File: config.mk
export PLATFORM = sky130hd
export DESIGN_NAME = logic_cell_gate_sel
export DESIGN_NICKNAME = d
export VERILOG_FILES = /design/src/pkg/lcg_pkg.sv /design/src/verilog/gate_or_select.sv /design/src/verilog/logic_cell_gate_sel.sv
export VERILOG_INCLUDE_DIRS = /design/src /design/src/pkg
export SDC_FILE = /design/constraint.sdc
export NUM_CORES = 1
export LEC_CHECK = 0
export BUFFER_PORTS_ARGS = -buffer_cell sky130_fd_sc_hd__buf_2
export CORE_MARGIN = 1.5
export CORE_UTILIZATION = 43
export DETAILED_ROUTE_END_ITERATION = 10
export PLACE_DENSITY = 0.82
export SLEW_MARGIN = 0
export SYNTH_ARGS = -nofsm -noshare
export SYNTH_HDL_FRONTEND = slang
export SYNTH_SLANG_ARGS = --single-unit
File: constraint.sdc
create_clock -name i_clk -period 2.7 [get_ports i_clk]
set_clock_uncertainty 0.15 [all_clocks]
set_input_delay 0.54 -clock i_clk [delete_from_list [all_inputs] [get_ports i_clk]]
set_output_delay 0.54 -clock i_clk [all_outputs]
set_load 0.02 [all_outputs]
File: src/pkg/lcg_cfg.svh
`ifndef LCG_CFG_SVH
`define LCG_CFG_SVH

// ==========================================================
// register map, byte addresses on the avalon slave
`define LCG_ADDR_W 8
`define LCG_GATE3_ADDR 8'h00
`define LCG_GATE4_ADDR 8'h04

// ==========================================================
// reset values: select registers by power-on / brown-out reset, read data by system reset
`define LCG_SEL_POR_VAL 8'h00
`define LCG_RDATA_IDLE 32'h0000_0000

// ==========================================================
// select bit positions inside each gate select register
`define LCG_IN4_TRUE_BIT 7
`define LCG_IN4_INV_BIT 6
`define LCG_IN3_TRUE_BIT 5
`define LCG_IN3_INV_BIT 4
`define LCG_IN2_TRUE_BIT 3
`define LCG_IN2_INV_BIT 2
`define LCG_IN1_TRUE_BIT 1
`define LCG_IN1_INV_BIT 0

// ==========================================================
// widths
`define LCG_SEL_W 8
`define LCG_DATA_IN_N 4

`endif

File: src/pkg/lcg_pkg.sv
`include "lcg_cfg.svh"

// ==========================================================
// shared types of the gate input select block
package lcg_pkg;
  typedef logic [`LCG_SEL_W-1:0] sel_t;
  typedef logic [`LCG_DATA_IN_N-1:0] data_t;
  typedef logic [`LCG_ADDR_W-1:0] addr_t;
endpackage : lcg_pkg

File: src/verilog/gate_or_select.sv
`timescale 1ns/1ps
`include "lcg_cfg.svh"

// ==========================================================
// one and-or gate: or of the enabled true / inverted data terms
module gate_or_select #(
  parameter int N_INPUTS = `LCG_DATA_IN_N
) (
  input wire logic i_clk, // system clock
  input wire logic i_sys_rst, // sync reset, active high
  input wire logic [2*N_INPUTS-1:0] i_sel, // odd bit true enable, even bit inverted enable
  input wire logic [N_INPUTS-1:0] i_data, // true form of each data input
  output logic o_gate // registered gate output
);
  // ==========================================================
  // elaboration check
  if (N_INPUTS < 1) begin : g_bad_n
    $error("gate_or_select needs at least one data input");
  end

  // interleave true and inverted forms to match select layout
  function automatic logic [2*N_INPUTS-1:0] both_forms(input logic [N_INPUTS-1:0] d);
    logic [2*N_INPUTS-1:0] f;
    f = '0;
    for (int k = 0; k < N_INPUTS; k++) begin
      f[2*k+1] = d[k];
      f[2*k] = ~d[k];
    end
    return f;
  endfunction : both_forms

  // ==========================================================
  // gated terms combined by or
  wire logic [2*N_INPUTS-1:0] terms = both_forms(i_data) & i_sel;
  wire logic next_gate = |terms;

  // output flop
  always_ff @(posedge i_clk) begin
    if (i_sys_rst) begin
      o_gate <= 1'b0;
    end else begin
      o_gate <= next_gate;
    end
  end
endmodule : gate_or_select

File: src/verilog/logic_cell_gate_sel.sv
// Added by the designer: the Avalon-MM slave port and the placing of the registers.
`timescale 1ns/1ps
`include "lcg_cfg.svh"

module logic_cell_gate_sel (
  input wire logic i_clk, // system clock, 250 mhz
  input wire logic i_sys_rst, // sync reset, active high
  input wire logic i_por, // power-on / brown-out reset, active high
  input wire lcg_pkg::addr_t i_avs_address, // byte address
  input wire logic i_avs_read, // read request
  input wire logic i_avs_write, // write request
  input wire logic [31:0] i_avs_writedata, // write data
  input wire logic [3:0] i_avs_byteenable, // byte enables
  output logic [31:0] o_avs_readdata, // registered read data
  output logic o_avs_waitrequest, // stall, low on answer cycle
  input wire lcg_pkg::data_t i_data_in_true, // true forms of data inputs 1..4
  output logic o_gate_three_out, // gate 3 output, registered
  output logic o_gate_four_out // gate 4 output, registered
);
  import lcg_pkg::*;

  // ==========================================================
  // select registers
  sel_t gate3_input_select;
  sel_t gate4_input_select;
  logic ack;

  // ==========================================================
  // bus decode
  wire logic req = i_avs_read | i_avs_write;
  wire logic hit3 = (i_avs_address == `LCG_GATE3_ADDR);
  wire logic hit4 = (i_avs_address == `LCG_GATE4_ADDR);
  wire logic wr_go = i_avs_write & ack & i_avs_byteenable[0];
  wire logic wr3 = wr_go & hit3;
  wire logic wr4 = wr_go & hit4;
  wire sel_t wbyte = i_avs_writedata[`LCG_SEL_W-1:0];
  wire sel_t rd_sel = hit3 ? gate3_input_select : (hit4 ? gate4_input_select : '0);
  wire logic [31:0] next_readdata = {24'h00_0000, rd_sel};

  // one wait state: answer on the second cycle of a request
  assign o_avs_waitrequest = req & ~ack;

  // ack toggles high for exactly the answer cycle
  always_ff @(posedge i_clk) begin
    if (i_sys_rst) begin
      ack <= 1'b0;
    end else begin
      ack <= req & ~ack;
    end
  end

  // read data captured in the wait cycle, stands at the answer edge
  always_ff @(posedge i_clk) begin
    if (i_sys_rst) begin
      o_avs_readdata <= `LCG_RDATA_IDLE;
    end else if (i_avs_read & ~ack) begin
      o_avs_readdata <= next_readdata;
    end
  end

  // ==========================================================
  // register storage, untouched by the system reset
  // only power-on clears
  always_ff @(posedge i_clk) begin
    if (i_por) begin
      gate3_input_select <= `LCG_SEL_POR_VAL;
    end else if (wr3) begin
      gate3_input_select <= wbyte;
    end
  end

  always_ff @(posedge i_clk) begin
    if (i_por) begin
      gate4_input_select <= `LCG_SEL_POR_VAL;
    end else if (wr4) begin
      gate4_input_select <= wbyte;
    end
  end

  // ==========================================================
  // gate 3 and gate 4 and-or stages
  // gate three terms
  gate_or_select #(
    .N_INPUTS(`LCG_DATA_IN_N)
  ) u_gate3 (
    .i_clk(i_clk),
    .i_sys_rst(i_sys_rst),
    .i_sel(gate3_input_select),
    .i_data(i_data_in_true),
    .o_gate(o_gate_three_out)
  );

  gate_or_select #(
    .N_INPUTS(`LCG_DATA_IN_N)
  ) u_gate4 (
    .i_clk(i_clk),
    .i_sys_rst(i_sys_rst),
    .i_sel(gate4_input_select),
    .i_data(i_data_in_true),
    .o_gate(o_gate_four_out)
  );

  // ==========================================================
  // assertions
  wire logic d1 = i_data_in_true[0];
  wire logic d2 = i_data_in_true[1];
  wire logic d3 = i_data_in_true[2];
  wire logic d4 = i_data_in_true[3];

  g3_in3_true_a: assert property (@(posedge i_clk) disable iff (i_sys_rst)
    gate3_input_select[`LCG_IN3_TRUE_BIT] && d3 |=> o_gate_three_out)
    else $error("gate 3 missed true input 3");

  g3_in3_inv_a: assert property (@(posedge i_clk) disable iff (i_sys_rst)
    gate3_input_select[`LCG_IN3_INV_BIT] && !d3 |=> o_gate_three_out)
    else $error("gate 3 missed inverted input 3");

  g3_in2_both_a: assert property (@(posedge i_clk) disable iff (i_sys_rst)
    (gate3_input_select[`LCG_IN2_TRUE_BIT] && d2)
    || (gate3_input_select[`LCG_IN2_INV_BIT] && !d2) |=> o_gate_three_out)
    else $error("gate 3 missed input 2 term");

  g3_in1_only_a: assert property (@(posedge i_clk) disable iff (i_sys_rst)
    gate3_input_select == 8'h02 |=> o_gate_three_out == $past(d1))
    else $error("gate 3 does not follow true input 1");

  g3_in1_inv_a: assert property (@(posedge i_clk) disable iff (i_sys_rst)
    gate3_input_select == 8'h01 |=> o_gate_three_out == !$past(d1))
    else $error("gate 3 does not follow inverted input 1");

  g3_none_a: assert property (@(posedge i_clk) disable iff (i_sys_rst)
    gate3_input_select == 8'h00 |=> !o_gate_three_out)
    else $error("gate 3 high with nothing selected");

  g4_in4_only_a: assert property (@(posedge i_clk) disable iff (i_sys_rst)
    gate4_input_select == 8'h80 |=> o_gate_four_out == $past(d4))
    else $error("gate 4 does not follow true input 4");

  g4_in4_inv_a: assert property (@(posedge i_clk) disable iff (i_sys_rst)
    gate4_input_select[`LCG_IN4_INV_BIT] && !d4 |=> o_gate_four_out)
    else $error("gate 4 missed inverted input 4");

  g4_in32_a: assert property (@(posedge i_clk) disable iff (i_sys_rst)
    (gate4_input_select[`LCG_IN3_TRUE_BIT] && d3)
    || (gate4_input_select[`LCG_IN3_INV_BIT] && !d3)
    || (gate4_input_select[`LCG_IN2_TRUE_BIT] && d2)
    || (gate4_input_select[`LCG_IN2_INV_BIT] && !d2) |=> o_gate_four_out)
    else $error("gate 4 missed input 3 or 2 term");

  g4_in2_only_a: assert property (@(posedge i_clk) disable iff (i_sys_rst)
    gate4_input_select == 8'h08 |=> o_gate_four_out == $past(d2))
    else $error("gate 4 does not follow true input 2");

  g4_in1_inv_a: assert property (@(posedge i_clk) disable iff (i_sys_rst)
    gate4_input_select == 8'h01 |=> o_gate_four_out == !$past(d1))
    else $error("gate 4 does not follow inverted input 1");

  g4_none_a: assert property (@(posedge i_clk) disable iff (i_sys_rst)
    gate4_input_select == 8'h00 |=> !o_gate_four_out)
    else $error("gate 4 high with nothing selected");

  wr_readback_a: assert property (@(posedge i_clk) disable iff (i_sys_rst || i_por)
    wr3 |=> gate3_input_select == $past(wbyte))
    else $error("gate 3 select write lost");

  wr4_readback_a: assert property (@(posedge i_clk) disable iff (i_sys_rst || i_por)
    wr4 |=> gate4_input_select == $past(wbyte))
    else $error("gate 4 select write lost");

  no_lane_keep_a: assert property (@(posedge i_clk) disable iff (i_sys_rst || i_por)
    i_avs_write && ack && !i_avs_byteenable[0]
    |=> $stable(gate3_input_select) && $stable(gate4_input_select))
    else $error("select changed by write without lane 0");

  unmapped_keep_a: assert property (@(posedge i_clk) disable iff (i_sys_rst || i_por)
    i_avs_write && ack && !hit3 && !hit4
    |=> $stable(gate3_input_select) && $stable(gate4_input_select))
    else $error("select changed by unmapped write");

  rst_keeps_a: assert property (@(posedge i_clk) disable iff (i_por)
    i_sys_rst && !wr_go |=> $stable(gate4_input_select))
    else $error("gate 4 select changed across system reset");

  bus_answer_a: assert property (@(posedge i_clk) disable iff (i_sys_rst)
    $rose(req) |-> o_avs_waitrequest ##1 !o_avs_waitrequest)
    else $error("bus answer not on second cycle");

  read_data_a: assert property (@(posedge i_clk) disable iff (i_sys_rst || i_por)
    i_avs_read && ack && hit4 |-> o_avs_readdata[7:0] == gate4_input_select)
    else $error("read data wrong for gate 4 select");

  // ==========================================================
  // covers
  cov_wr3_c: cover property (@(posedge i_clk) disable iff (i_sys_rst) wr3);
  cov_no_lane_c: cover property (@(posedge i_clk) disable iff (i_sys_rst)
    i_avs_write && ack && !i_avs_byteenable[0]);
  cov_rd4_c: cover property (@(posedge i_clk) disable iff (i_sys_rst)
    i_avs_read && ack && hit4);
  cov_g3_hi_c: cover property (@(posedge i_clk) disable iff (i_sys_rst)
    $rose(o_gate_three_out));
  cov_g4_hi_c: cover property (@(posedge i_clk) disable iff (i_sys_rst)
    $rose(o_gate_four_out));
endmodule : logic_cell_gate_sel

# Word-level counts from Yosys, hierarchy flattened
# Index checks and enable logic that the tools add are counted.
# Widths: inputs -> output; s select.
[classes] mux=2 n_bitwise=14 eq_ne=1 n_reduce_logical=3
[ops] operator="$and 8x8->8" count=2
[ops] operator="$mux 8" count=2
[ops] operator="$reduce_or 8->1" count=2
[ops] operator="$eq 8x3->1 const B" count=1
[ops] operator="$logic_not 8->1" count=1
[ops] operator="$and 1x1->1" count=6
[ops] operator="$not 1->1" count=5
[ops] operator="$or 1x1->1" count=1
[word_totals] output_inout_bits=35 input_bits=53 reg_bits=27

# Logic depth before layout (Yosys ltp)
[depth] ltp_word=3 ltp_mapped=5 ltp_nobuf=3

# Hierarchy
# Synthesis repeated with hierarchy kept, for this count alone.
[hier_totals] cells_unflattened=155 hier_area_um2=1481.4
[by_module_without_submodules] mod="logic_cell_gate_sel" seq_area_each_um2=500.5 cells_per_inst=143 instances=1 area_each_um2=1343.8
[by_module_without_submodules] mod="gate_or_select" seq_area_each_um2=20.0 cells_per_inst=6 instances=2 area_each_um2=68.8

# Worst setup path after synthesis
# OpenSTA, ideal clock, no wires.
[synth_path] path_kind="input port to flip-flop" from="input port i_avs_address[7]" to="register gate4_input_select[0]" slack_ns=0.501 path_buffers=2 cell_stages=5 arrival_time_ns=1.930 required_ns=2.431 path_cell_list="or4_4 > buf_6 > or4_4 > buf_6 > mux2i_1"
[synth_via] elab_chain_cells=2
[synth_rtl] item="from (decl)" line_no="logic_cell_gate_sel.sv:9" text="input wire lcg_pkg::addr_t i_avs_address,"
[synth_rtl] item="$eq 8x3->1 (no line)"
[synth_rtl] item="$and 1x1->1" line_no="logic_cell_gate_sel.sv:35" text="wire logic wr4 = wr_go & hit4;"
[synth_rtl] item="to (signal assigned)" line_no="logic_cell_gate_sel.sv:74" text="gate4_input_select <= `LCG_SEL_POR_VAL;"
[synth_rtl] item="to (signal assigned)" line_no="logic_cell_gate_sel.sv:76" text="gate4_input_select <= wbyte;"
[synth_rtl] item="to (decl)" line_no="logic_cell_gate_sel.sv:25" text="sel_t gate4_input_select;"
# Every way passes these cells.
# A chain may end at the register's enable or synchronous reset.

# Final worst setup path
[layout_path] from="input port i_avs_address[7]" to="register gate4_input_select[5]"
# Same word-level chain as after synthesis.

==> results.md <==
* Outcome: finished clean
* Largest delay share family, worst path: simple AND/OR/NAND/NOR gates
* Die X at 61.2 um
* Max VDD drop at 0.000307 V
* Cells along the critical path: buf_2, or4_4, or4_4, mux2i_1
* Cell taking the most area after synthesis: dfxtp_1
* Via density at 4.71
* Slowest stage delay, CP at 0.62 ns
* PortBufs at 36
* DP Worst Slack at slightly below 0.4 ns
* Setup slack after layout at 0.736 ns
* Clock slew at reported path FFs at roughly 0.14 ns
* CTS Buffer Depth at 2
* Startpoint Class: primary input
* Max_cap viols at 0
* Syn_area_per_cell at 9.57 um^2
* Area Overhead vs Synth at 9.97%
* Num Clock Sinks at 27
* Achievable frequency at 0.509 GHz
* Gate Count Post-Synth at 152
* CTS Buf Count at 3
* Slew Limit Fails at 0
* Core area at 0.00313 mm^2
* Layout cells sized above 1 at between 20% and 30%
* Post-Syn Area at 0.00146 mm^2
* Worst skew pair latency at 0.33 ns
* Crit share post-route at 72.7%
* Nets@finish at 241
* Worst setup EP type: flop
* Buf/Inv on CP at 1
* Post-synthesis async set-or-reset flop share at 0%
* Main flop type after synthesis: dfxtp_1
* Area contributors post-synth: dfxtp_1 (37%), mux2i_1 (17%), nand2b_1 (14%), buf_4 (12%), a22o_1 (4.8%)
* Vias at 1087
* Yosys warnings at 0
* Ant diodes at 0
* Max Fanout on Critical Path at 10
* WS Path Type: primary input to flop
* Ports at 88
* First-pass GRT wire length at 3.99 mm
* #FFs+latches synth at 27
* Final design utilization at 51.2%
* Period minus WS final at 1.96 ns
* Distinct cells, synth at 19
* Final setup viols at 0
* PostCTS Resize Cnt at 0
* CP arrival at 2.04 ns
* RePlAce Congestion at 0.866
* # DRC at 0
* Vias in the first global route at 893
* Antenna viol nets, final at 0
* Dpl hpwl at 2.01 mm
* Largest net degree at the start of global routing at 25
* Root Buffer: clkbuf_4
* Crit-path most repeated cell: or4_4
* Setup bufs post-CTS at 0
* WL final at approximately 2.6 mm
* Register area share after synthesis at 37.1%
* Most frequent cell after synthesis: nand2b_1
* Starting DRC count in detailed routing at 40
* Initial antenna violation count at 0
* CTS tree: yes
* Setup TNS at 0 ns
* PwrDens at 412 mW/mm^2
* Slew margin rel. at roughly three fifths
* Drt wl/cell at 11.4 um
* Die ar. at 0.00374 mm^2
* Post-synth EDFFs at 0
* Leakage power at around 0.72 nW
* CP max-delay cell: or4_4
* H-tree Lvls at 1
* Post-synth top cells: nand2b_1 (32), dfxtp_1 (27), buf_4 (24), mux2i_1 (24), a21oi_1 (9)
* Initial core utilization at between 40% and 50%
* Worst slew pin tran at 0.594 ns
* Top cell type's share of synthesized area at between 30% and 40%
* Worst path required time at 2.77 ns
* Chip height at just over 60 um
* Total track usage at 14.4%
* Fin. Hold Viols at 0
* Site Rows at 20
* Gr ovfl total at 0
* Pre-antenna DRT Iters at 4
* Path type of the worst min-delay path: primary input to flop
* RSZ-0062 raised after global routing: no
* # hold bufs at CTS at 0
sequential cells by signal, summed over array words and instances (netlist names):
signal,flops
gate4_input_select,8
ack,1
o_avs_readdata,8
u_gate3.o_gate,1
gate3_input_select,8
u_gate4.o_gate,1
power breakdown:
| part | leakage (nW) | internal (mW) | switching [mW] |
|---|---|---|---|
| Sequential | 0.218 | 0.400 | 0.00165 |
| Clock | 0.0150 | 0.0579 | 0.115 |
| Combinational | 0.488 | 0.0278 | 0.0575 |
| Total | 0.721 | 0.485 | 0.174 |
layer usage:
layer,wire [um],global-route usage [%],up-vias
met5,0,0,-
met4,7,2.80,0
met1,1150,19.1,499
li1,-,-,543
met2,1240,23.9,43
met3,219,3.78,2
cell usage in the layout (no fill, tap or decap), types with 3 or more instances in the layout:
cell type | synthesis | layout
a21oi_1 | 9 | 9
a22o_1 | 8 | 8
buf_2 | 0 | 36
clkbuf_4 | 0 | 3
conb_1 | 1 | 24
dfxtp_1 | 27 | 27
mux2i_1 | 24 | 24
nand2_1 | 8 | 8
nand2b_1 | 32 | 32
layout make-up:
cell class,instances,area [um^2]
clock buffers,4,26.3
fillers,319,1530
inverters,2,7.51
multi-input cells,116,776
flip-flops and latches,27,541
well taps,44,55.1
repair buffers,38,195
per-stage QoR:
stage | cell area [um^2] | total power [mW] | cells | hold slack [ns]
after floorplan | 1540 | 0.495 | 175 | 0.311
after global placement | 1570 | 0.494 | 227 | 0.306
after detailed placement | 1570 | 0.495 | 227 | 0.309
after CTS | 1600 | 0.666 | 231 | 0.292
after global routing | 1600 | 0.696 | 231 | 0.287
final | 1600 | 0.660 | 231 | 0.303
kinds of logic (layout without fill, tap and decap cells):
family | count (synthesis) | in the layout | share of synthesized area, %
AND/OR/NAND/NOR | 49 | 49 | 21.5
buffers and inverters | 32 | 44 | 15.5
flip-flops | 27 | 27 | 37.1
multiplexers | 24 | 24 | 16.5
AO/OA/AOI/OAI | 19 | 19 | 9.11
other | 1 | 24 | 0.258
path summary, 6_finish.rpt:
| kind | cells after the start | end | startpoint | slack [ns] |
|---|---|---|---|---|
| setup / recovery | 4 | gate4_input_select[5] | i_avs_address[7] | 0.74 |
| hold / removal | 2 | ack | i_sys_rst | 0.30 |
| setup reg to reg | 3 | gate4_input_select[5] | ack | 1.12 |
| hold reg to reg | 1 | o_avs_readdata[1] | o_avs_readdata[1] | 0.34 |
worst register-to-register path, cell delays in order (launching register included):
cell,delay [ns]
dfxtp_1,0.44
nand3_1,0.17
or4_4,0.56
mux2i_1,0.16
Power figures use the tool's default switching activity.
